### src/osc_select_pkg.sv
// Constants for the oscillator source selection block
package osc_select_pkg;
  // Oscillator groups
  localparam logic [2:0] GROUP_SEC_CRYSTAL = 3'h0;
  localparam logic [2:0] GROUP_FAST_RC = 3'h1;
  localparam logic [2:0] GROUP_SLOW_RC = 3'h2;
  localparam logic [2:0] GROUP_PRIMARY = 3'h3;
  localparam logic [2:0] GROUP_PLL = 3'h7;
  // Primary mode codes
  localparam logic [4:0] MODE_LOW_RANGE_XTAL = 5'h00;
  localparam logic [4:0] MODE_HIGH_SPEED = 5'h02;
  localparam logic [4:0] MODE_STD_XTAL = 5'h04;
  localparam logic [4:0] MODE_STD_XTAL_X4 = 5'h05;
  localparam logic [4:0] MODE_STD_XTAL_X8 = 5'h06;
  localparam logic [4:0] MODE_STD_XTAL_X16 = 5'h07;
  localparam logic [4:0] MODE_EXT_RC_IO = 5'h08;
  localparam logic [4:0] MODE_EXT_RC = 5'h09;
  localparam logic [4:0] MODE_EXT_CLK = 5'h0b;
  localparam logic [4:0] MODE_EXT_CLK_IO = 5'h0c;
  localparam logic [4:0] MODE_EXT_CLK_IO_X4 = 5'h0d;
  localparam logic [4:0] MODE_EXT_CLK_IO_X8 = 5'h0e;
  localparam logic [4:0] MODE_EXT_CLK_IO_X16 = 5'h0f;
  localparam logic [4:0] MODE_FAST_RC_X4 = 5'h01;
  localparam logic [4:0] MODE_FAST_RC_X8 = 5'h0a;
  localparam logic [4:0] MODE_FAST_RC_X16 = 5'h03;
  localparam logic [4:0] MODE_HS2_X4 = 5'h11;
  localparam logic [4:0] MODE_HS2_X8 = 5'h12;
  localparam logic [4:0] MODE_HS2_X16 = 5'h13;
  localparam logic [4:0] MODE_HS3_X4 = 5'h15;
  localparam logic [4:0] MODE_HS3_X8 = 5'h16;
  localparam logic [4:0] MODE_HS3_X16 = 5'h17;
  // PLL gain codes
  localparam logic [1:0] PLL_OFF = 2'h0;
  localparam logic [1:0] PLL_X4 = 2'h1;
  localparam logic [1:0] PLL_X8 = 2'h2;
  localparam logic [1:0] PLL_X16 = 2'h3;
  // Output pin functions
  localparam logic [1:0] PIN_CRYSTAL = 2'h0;
  localparam logic [1:0] PIN_GPIO = 2'h1;
  localparam logic [1:0] PIN_CLK_OUT = 2'h2;
  // Start-up timer, tune and synchroniser reset values
  localparam int STARTUP_WIDTH = 10;
  localparam logic [9:0] STARTUP_LAST = 10'h3ff;
  localparam logic [3:0] TUNE_RESET = 4'h0;
  localparam logic [2:0] SYNC_RESET = 3'h0;
endpackage : osc_select_pkg

### src/oscillator_source_select.sv
// Oscillator source selection, start-up timer and oscillator enables
// ***************************************************************
// ***************************************************************
`timescale 1ns/10ps
`default_nettype none
module oscillator_source_select (
  input wire logic clk_sys_in,
  input wire logic rstn_in,
  input wire logic [2:0] oscillator_group_config_in,
  input wire logic [4:0] primary_mode_config_in,
  input wire logic [1:0] monitor_switch_config_in,
  input wire logic restart_in,
  input wire logic osc_tick_in,
  input wire logic secondary_crystal_enable_in,
  input wire logic pll_lock_raw_in,
  input wire logic watchdog_enable_in,
  input wire logic power_up_timer_done_in,
  input wire logic [3:0] rc_tune_field_in,
  input wire logic tune_write_in,
  input wire logic clock_edge_safe_in,
  output logic [2:0] current_group_select_out,
  output logic [2:0] next_group_select_out,
  output logic [1:0] pll_gain_out,
  output logic pll_from_fast_rc_out,
  output logic [1:0] output_pin_function_out,
  output logic input_pin_gpio_out,
  output logic clock_release_out,
  output logic secondary_crystal_run_out,
  output logic secondary_crystal_is_clock_out,
  output logic fast_rc_run_out,
  output logic slow_rc_run_out,
  output logic slow_rc_timers_clock_out,
  output logic pll_lock_out,
  output logic [3:0] rc_tune_field_out,
  output logic switching_enabled_out,
  output logic fail_safe_monitor_enabled_out
);
  // ***************************************************************
  // Input synchronisers
  // ***************************************************************
  logic [2:0] sync1_reg;
  logic [2:0] sync2_reg;
  logic tick_prev_reg;
  wire logic [2:0] async_bus = {osc_tick_in, pll_lock_raw_in,
                                power_up_timer_done_in};

  always_ff @(posedge clk_sys_in) begin
    if (!rstn_in) begin
      sync1_reg <= osc_select_pkg::SYNC_RESET;
      sync2_reg <= osc_select_pkg::SYNC_RESET;
      tick_prev_reg <= 1'b0;
    end else begin
      sync1_reg <= async_bus;
      sync2_reg <= sync1_reg;
      tick_prev_reg <= sync2_reg[2];
    end
  end

  wire logic tick_rise = sync2_reg[2] & ~tick_prev_reg;
  wire logic lock_sync = sync2_reg[1];
  wire logic pu_timer_done_sync = sync2_reg[0];

  // ***************************************************************
  // Mode decode
  // ***************************************************************
  function automatic logic [1:0] pll_gain_of(input logic [2:0] grp,
                                             input logic [4:0] mode);
    if (grp != osc_select_pkg::GROUP_PLL) begin
      pll_gain_of = osc_select_pkg::PLL_OFF;
    end else if (mode == osc_select_pkg::MODE_FAST_RC_X4 ||
                 mode == osc_select_pkg::MODE_STD_XTAL_X4 ||
                 mode == osc_select_pkg::MODE_EXT_CLK_IO_X4 ||
                 mode == osc_select_pkg::MODE_HS2_X4 ||
                 mode == osc_select_pkg::MODE_HS3_X4) begin
      pll_gain_of = osc_select_pkg::PLL_X4;
    end else if (mode == osc_select_pkg::MODE_FAST_RC_X8 ||
                 mode == osc_select_pkg::MODE_STD_XTAL_X8 ||
                 mode == osc_select_pkg::MODE_EXT_CLK_IO_X8 ||
                 mode == osc_select_pkg::MODE_HS2_X8 ||
                 mode == osc_select_pkg::MODE_HS3_X8) begin
      pll_gain_of = osc_select_pkg::PLL_X8;
    end else if (mode == osc_select_pkg::MODE_FAST_RC_X16 ||
                 mode == osc_select_pkg::MODE_STD_XTAL_X16 ||
                 mode == osc_select_pkg::MODE_EXT_CLK_IO_X16 ||
                 mode == osc_select_pkg::MODE_HS2_X16 ||
                 mode == osc_select_pkg::MODE_HS3_X16) begin
      pll_gain_of = osc_select_pkg::PLL_X16;
    end else begin
      pll_gain_of = osc_select_pkg::PLL_OFF;
    end
  endfunction : pll_gain_of

  function automatic logic is_crystal(input logic [2:0] grp,
                                      input logic [4:0] mode);
    logic prim;
    prim = (grp == osc_select_pkg::GROUP_PRIMARY) ||
           (grp == osc_select_pkg::GROUP_PLL);
    is_crystal = (grp == osc_select_pkg::GROUP_SEC_CRYSTAL) ||
                 (prim && pll_gain_of(grp, mode) != osc_select_pkg::PLL_OFF
                  && (mode[4] || mode[3:2] == 2'h1)) ||
                 ((grp == osc_select_pkg::GROUP_PRIMARY) &&
                  (mode == osc_select_pkg::MODE_LOW_RANGE_XTAL ||
                   mode == osc_select_pkg::MODE_STD_XTAL ||
                   mode == osc_select_pkg::MODE_HIGH_SPEED));
  endfunction : is_crystal

  logic [2:0] cur_reg;
  logic [2:0] nxt_reg;
  logic [4:0] mode_reg;
  logic [1:0] msc_reg;

  wire logic [1:0] gain_now = pll_gain_of(cur_reg, mode_reg);
  wire logic fast_rc_pll = (cur_reg == osc_select_pkg::GROUP_PLL) &&
    (mode_reg == osc_select_pkg::MODE_FAST_RC_X4 ||
     mode_reg == osc_select_pkg::MODE_FAST_RC_X8 ||
     mode_reg == osc_select_pkg::MODE_FAST_RC_X16);
  wire logic gpio_mode =
    mode_reg == osc_select_pkg::MODE_EXT_CLK_IO ||
    mode_reg == osc_select_pkg::MODE_EXT_RC_IO ||
    mode_reg[4:2] == 3'h3 || fast_rc_pll;
  wire logic clkout_mode =
    (cur_reg == osc_select_pkg::GROUP_PRIMARY) &&
    (mode_reg == osc_select_pkg::MODE_EXT_CLK ||
     mode_reg == osc_select_pkg::MODE_EXT_RC);
  wire logic [1:0] pin_fn = gpio_mode ? osc_select_pkg::PIN_GPIO :
    (clkout_mode ? osc_select_pkg::PIN_CLK_OUT :
     osc_select_pkg::PIN_CRYSTAL);
  wire logic need_timer = is_crystal(cur_reg, mode_reg);
  wire logic monitor_on = (msc_reg == 2'h0);
  wire logic switch_on = ~msc_reg[1];
  wire logic sec_cur = (cur_reg == osc_select_pkg::GROUP_SEC_CRYSTAL);
  wire logic slow_cur = (cur_reg == osc_select_pkg::GROUP_SLOW_RC);
  wire logic fast_cur = (cur_reg == osc_select_pkg::GROUP_FAST_RC) ||
                        fast_rc_pll;

  // ***************************************************************
  // Configuration capture and start-up timer
  // ***************************************************************
  logic [osc_select_pkg::STARTUP_WIDTH-1:0] count_reg;
  logic release_reg;
  logic pu_timer_seen_reg;
  logic [3:0] tune_reg;
  logic [3:0] tune_pend_reg;
  logic tune_pend_valid_reg;

  wire logic count_done = count_reg == osc_select_pkg::STARTUP_LAST;

  always_ff @(posedge clk_sys_in) begin
    if (!rstn_in) begin
      cur_reg <= osc_select_pkg::GROUP_SEC_CRYSTAL;
      nxt_reg <= osc_select_pkg::GROUP_SEC_CRYSTAL;
      mode_reg <= osc_select_pkg::MODE_LOW_RANGE_XTAL;
      msc_reg <= 2'h2;
      count_reg <= '0;
      release_reg <= 1'b0;
      pu_timer_seen_reg <= 1'b0;
    end else if (restart_in) begin
      cur_reg <= oscillator_group_config_in;
      nxt_reg <= oscillator_group_config_in;
      mode_reg <= primary_mode_config_in;
      msc_reg <= monitor_switch_config_in;
      count_reg <= '0;
      release_reg <= 1'b0;
      pu_timer_seen_reg <= 1'b0;
    end else begin
      if (pu_timer_done_sync) begin
        pu_timer_seen_reg <= 1'b1;
      end
      if (!need_timer) begin
        release_reg <= 1'b1;
      end else if (tick_rise && !release_reg) begin
        count_reg <= count_reg + 10'h001;
        if (count_done) begin
          release_reg <= 1'b1;
        end
      end
    end
  end

  // Tune applied only at a safe clock point
  always_ff @(posedge clk_sys_in) begin
    if (!rstn_in) begin
      tune_reg <= osc_select_pkg::TUNE_RESET;
      tune_pend_reg <= osc_select_pkg::TUNE_RESET;
      tune_pend_valid_reg <= 1'b0;
    end else begin
      if (tune_write_in) begin
        tune_pend_reg <= rc_tune_field_in;
        tune_pend_valid_reg <= 1'b1;
      end else if (tune_pend_valid_reg && clock_edge_safe_in) begin
        tune_reg <= tune_pend_reg;
        tune_pend_valid_reg <= 1'b0;
      end
    end
  end

  // ***************************************************************
  // Registered outputs
  // ***************************************************************
  always_ff @(posedge clk_sys_in) begin
    if (!rstn_in) begin
      current_group_select_out <= osc_select_pkg::GROUP_SEC_CRYSTAL;
      next_group_select_out <= osc_select_pkg::GROUP_SEC_CRYSTAL;
      pll_gain_out <= osc_select_pkg::PLL_OFF;
      pll_from_fast_rc_out <= 1'b0;
      output_pin_function_out <= osc_select_pkg::PIN_CRYSTAL;
      input_pin_gpio_out <= 1'b0;
      clock_release_out <= 1'b0;
      secondary_crystal_run_out <= 1'b0;
      secondary_crystal_is_clock_out <= 1'b0;
      fast_rc_run_out <= 1'b0;
      slow_rc_run_out <= 1'b1;
      slow_rc_timers_clock_out <= 1'b1;
      pll_lock_out <= 1'b0;
      rc_tune_field_out <= osc_select_pkg::TUNE_RESET;
      switching_enabled_out <= 1'b0;
      fail_safe_monitor_enabled_out <= 1'b0;
    end else begin
      current_group_select_out <= cur_reg;
      next_group_select_out <= nxt_reg;
      pll_gain_out <= gain_now;
      pll_from_fast_rc_out <= fast_rc_pll;
      output_pin_function_out <= pin_fn;
      input_pin_gpio_out <= 1'b0;
      clock_release_out <= release_reg;
      secondary_crystal_run_out <= secondary_crystal_enable_in;
      secondary_crystal_is_clock_out <=
        sec_cur && secondary_crystal_enable_in;
      fast_rc_run_out <= fast_cur;
      slow_rc_run_out <= !pu_timer_seen_reg || monitor_on ||
        watchdog_enable_in || slow_cur;
      slow_rc_timers_clock_out <= !pu_timer_seen_reg || monitor_on ||
        watchdog_enable_in || slow_cur;
      pll_lock_out <= lock_sync && (gain_now != osc_select_pkg::PLL_OFF);
      rc_tune_field_out <= tune_reg;
      switching_enabled_out <= switch_on;
      fail_safe_monitor_enabled_out <= monitor_on;
    end
  end
endmodule : oscillator_source_select
`default_nettype wire

### config.mk
export PLATFORM = sky130hd
export DESIGN_NAME = oscillator_source_select
export DESIGN_NICKNAME = d
export VERILOG_FILES = /design/src/osc_select_pkg.sv /design/src/oscillator_source_select.sv
export SDC_FILE = /design/constraint.sdc
export NUM_CORES = 1
export LEC_CHECK = 0
export ABC_AREA = 1
export ABC_CLOCK_PERIOD_IN_PS = 2650
export BUFFER_PORTS_ARGS = -buffer_cell sky130_fd_sc_hd__buf_2
export CAP_MARGIN = 20
export CORE_MARGIN = 1
export CORE_UTILIZATION = 45
export DETAILED_ROUTE_END_ITERATION = 10
export PLACE_DENSITY = 0.68
export SKIP_CTS_REPAIR_TIMING = 1
export SYNTH_ARGS = -nofsm -noshare
export SYNTH_HDL_FRONTEND = slang
export SYNTH_SLANG_ARGS = --single-unit
### constraint.sdc
create_clock -name clk_sys_in -period 2.65 [get_ports clk_sys_in]
set_input_delay 0.53 -clock clk_sys_in [delete_from_list [all_inputs] [get_ports clk_sys_in]]
set_output_delay 0.53 -clock clk_sys_in [all_outputs]
set_load 0.005 [all_outputs]
Yosys cells after proc, flatten, opt, wreduce, memory -nomap -nowiden. Index checks and enable logic that the tools add are counted.

Bits of input ports: 24. Register bits after elaboration: 58.

$add $sub $neg: 1. Equal/unequal tests: 31. Mux-type cells: 11. Reductions and logical operators: 49. Bitwise operators: 5.

Operators by type and width (number): $eq 5x4->1 const B (8); $eq 5x5->1 const B (6); $logic_or 1x1->1 (28); $eq 5x3->1 const B (4); $add 10x1->10 const B (1); $eq 10x10->1 const B (1); $eq 5x2->1 const B (2); $mux 2 (5); $eq 3x2->1 const B (3); $logic_and 1x1->1 (9); $mux 1 (6); $reduce_and 2->1 (3); $eq 5x1->1 const B (1); $logic_not 5->1 (1); $ne 2x1->1 const B (2); $not 1->1 (4); $reduce_bool 2->1 (2); $reduce_or 2->1 (2); $eq 3x1->1 const B (1); $eq 3x3->1 const B (1); $logic_not 3->1 (1); $ne 3x3->1 const B (1); $eq 2x1->1 const B (1); $logic_not 1->1 (2); other kinds (2) (2).

Logic depth before layout (Yosys ltp).
Depth after elaboration: 16. Depth in mapped cells: 12. Depth with buffers taken out: 12.

Worst setup path before layout. No wires, ideal clock.

Kind: input to register. Start: input port rstn_in. End: register release_reg. Cell stages on the path: 6. Required time: 2.506 ns. Buffers on the path: 2. Library setup time: 0.144 ns. Arrival: 1.319 ns. Setup slack: 1.187 ns. Cells stage by stage: clkbuf_1 > inv_1 > nor2_1 > inv_1 > clkbuf_1 > a21oi_1.

Word-level cells in the longest chain between the ends: 2.

RTL lines: from (decl) (line oscillator_source_select.sv:8) `input wire logic rstn_in,`; $not 1->1 (no line); $reduce_or 2->1 (no line); to (signal assigned) (line oscillator_source_select.sv:155) `release_reg <= 1'b0;`; to (signal assigned) (line oscillator_source_select.sv:163) `release_reg <= 1'b0;`; to (signal assigned) (line oscillator_source_select.sv:170) `release_reg <= 1'b1;`; to (decl) (line oscillator_source_select.sv:140) `logic release_reg;`.

Every way passes these cells. A chain may end at the register's enable or synchronous reset.

==> results.tsv <==
stage	metric	value	unit
status	run_status	complete, no violations	
power	p_leak	1.257	nW
timing	timing.final.crit_share	0.6549	
logic_synthesis	yosys.area_share.simple	0.2394	
clock_tree	cts_buffer_depth	2	
timing	fin_skew	8.484	ps
layout	antennaDiodeCount	0	
logic_synthesis	yosysWarnings	0	
place	dpl_worst_slack	940.9	ps
place	hpwl	2994	µm
logic_synthesis	synth-xor-area-share	0.02703	
logic_synthesis	yosys-top-cells-area	dfxtp_1 51%, nand2_1 7.6%, inv_1 5.3%	
setup_path	reg2reg_slack	910	ps
timing	slew_headroom	0.6578	
global_route	first_global_vias	1548	
setup_path	crit-reg2reg-capture	count_reg[9]	
power	p_clk_frac	0.402	
die	die_w	73	µm
clock_tree	insertion_delay	330	ps
setup_path	cp.arrival	1930	ps
hold_path	hold-path-endpoint	sync1_reg[2]	
power	power_frac_comb	0.071	
setup_path	setup.worst_path.class	register to register	
setup_path	rr_startpoint	nxt_reg[2]	
setup_path	worstSetupEndpointType	register	
logic_synthesis	synth_top_area_frac	0.5119	
power	peakVddDrop	0.3247	mV
clock_tree	clock-root-buffer	clkbuf_8	
timing	worst_slew_pin_slew	512.8	ps
layout	final_common_cell	dfxtp_1	
layout	layout_common_cells	58 x dfxtp_1, 47 x buf_2, 46 x nand2_1, 32 x inv_1, 28 x nor2_1	
power	cellInternalPower	1.332	mW
die	die-area	5329	µm²
power	p_total	1.750	mW
layout	area_growth	18.48	%
routing	num_vias	1834	
power	pwr-share-seq	0.527	
timing	hold_viol	0	
layout	drive_above_1_share	0.2663	
logic_synthesis	ys_seq_area_frac	0.5119	
timing	final-setup-viol-count	0	
logic_synthesis	synth.largest_area_cell	dfxtp_1	
layout	nets	344	
die	design.core.area	4786	µm²
global_route	grt_start_max_net_pins	36	
layout	regArea	1161	µm²
routing	dr.pass1.iters	4	
timing	max_freq	576.2	MHz
logic_synthesis	synth_top_family_by_area	simple AND/OR/NAND/NOR gates	
global_route	track_usage	0.1746	
logic_synthesis	synth_fa_ha_area_frac	0.005516	
clock_tree	cts_tree	yes	
logic_synthesis	synth-compound-area-share	0.1202	
place	place_congestion	0.7931	
layout	multi_input_area	893.4	µm²
place	port-buffer-count	47	
logic_synthesis	synth.mux.area_fraction	0	
global_route	grt_pass1_wl	6762	µm
layout	utilization	0.5616	
logic_synthesis	yosysUniqueCellTypes	27	
hold_path	holdPathStages	3	
timing	slew_viol_final	0	
routing	first_iter_violations	77	
timing	period_minus_slack	1735	ps
setup_path	worstPathRequired	2840	ps
die	rows	25	
hold_path	min_from	osc_tick_in	
setup_path	critPathLaunchType	register	
setup_path	reg2reg_depth	9	
global_route	antenna_found_initial	0	
timing	tns	0	ps
layout	fillers	460	
die	initial_utilization	0.4740	
clock_tree	numCtsBuffers	9	
logic_synthesis	syn_area_per_cell	8.309	µm²
clock_tree	htreeDepth	3	
routing	routed_wl	4258	µm
power	switching_share	0.2387	
logic_synthesis	syn_nets	298	
routing	detail-route-antenna-nets	0	
power	power_switching	0.4178	mW
logic_synthesis	yosys_register_bits	58	
logic_synthesis	synthCells	273	
run	drv_cap	0	
hold_path	hold_path.class	input port to register	
power	powerDensity	651.2	nW/µm²
routing	vias_per_cell	4.703	
timing	setup_ws	914.6	ps
clock_tree	clkTransAtPathRegs	60	ps
die	die_h	73	µm
setup_path	path_max_fanout	13	
layout	largest_reg_flops	10	
routing	wire_per_inst	10.92	µm
timing	rsz0062_at_grt	no	
logic_synthesis	synth_area	2268	µm²
routing	drc	0	
clock_tree	cts_sinks	58	
die	io_pins	49	
global_route	overflow	0	
logic make-up (layout without fill, tap and decap cells):
kind of cell	after synthesis	count (layout)
AOI/OAI and AO/OA	47	47
DFF	58	58
and+or+nand+nor	111	111
xor gates and xnor gates	7	7
adders and majority gates	1	1
other	1	1
buffers and inverters	48	98
power by group through the flow:
stage | combinational, mW | sequential [mW] | clock (mW)
6_report | 0.124 | 0.923 | 0.703
3_5_place_dp | 0.125 | 0.942 | 0
3_3_place_gp | 0.123 | 0.941 | 0
2_1_floorplan | 0.0895 | 0.938 | 0
5_1_grt | 0.141 | 0.926 | 0.757
4_1_cts | 0.125 | 0.923 | 0.720
worst max-delay path, stage by stage, from the launching register on:
cell and delay, ps:
dfxtp_1 460, inv_2 100, nor3_4 250, nand3_2 110, nand2_2 90, nand2_2 60
nand2_4 170, nand2_2 180, nand2_1 110, a21oi_2 50
synthesized netlist by cell type:
master,n
a21oi_1,15
a21oi_2,8
buf_4,6
buf_8,1
clkbuf_1,7
conb_1,1
dfxtp_1,58
ha_1,1
inv_1,32
inv_2,2
nand2_1,46
nand2_2,3
nand2_4,1
nand3_1,13
nand3_2,9
nand3b_1,2
nand4_1,2
nor2_1,28
nor3_1,2
nor3_4,1
nor3b_1,1
nor4_1,3
o21ai_0,22
o311ai_0,1
o32ai_1,1
xnor2_1,3
xor2_1,4
final cells by class:
| cell class | instances | area share |
|---|---|---|
| inverters | 34 | 0.04749 |
| clock inverters | 2 | 0.004655 |
| well taps | 67 | 0.03119 |
| clock buffers | 13 | 0.05912 |
| multi-input cells | 167 | 0.3324 |
| repair buffers | 49 | 0.09311 |
| flip-flops and latches | 58 | 0.4320 |
how the worst max path moves through the flow:
| stage | startpoint | slack, ps | end |
|---|---|---|---|
| final | nxt_reg[2] | 910 | count_reg[9] |
| after floorplan | rstn_in | 1190 | release_reg |
| after global placement | nxt_reg[2] | 980 | count_reg[9] |
| after CTS | nxt_reg[2] | 920 | count_reg[8] |
| after detailed placement | nxt_reg[2] | 940 | count_reg[8] |
| after global routing | nxt_reg[2] | 750 | count_reg[2] |
per-layer routing:
| metal | global-route usage | vias up | part of all wire |
|---|---|---|---|
| met1 | 0.2105 | 819 | 0.48 |
| met5 | 0 | - | 0 |
| met3 | 0.05249 | 7 | 0.046 |
| met4 | 0.1242 | 0 | 0.020 |
| met2 | 0.2644 | 44 | 0.45 |
| li1 | - | 964 | - |
through the flow:
step / instances / hold WS (ps) / area, µm²
floorplan: 273 / 390.5 / 2268
global placement: 375 / 392.4 / 2516
detailed placement: 375 / 404.2 / 2516
CTS: 390 / 369.8 / 2688
global route: 390 / 387.0 / 2688
finish: 390 / 381.1 / 2688
No activity file was read; power rests on OpenSTA's default activity.
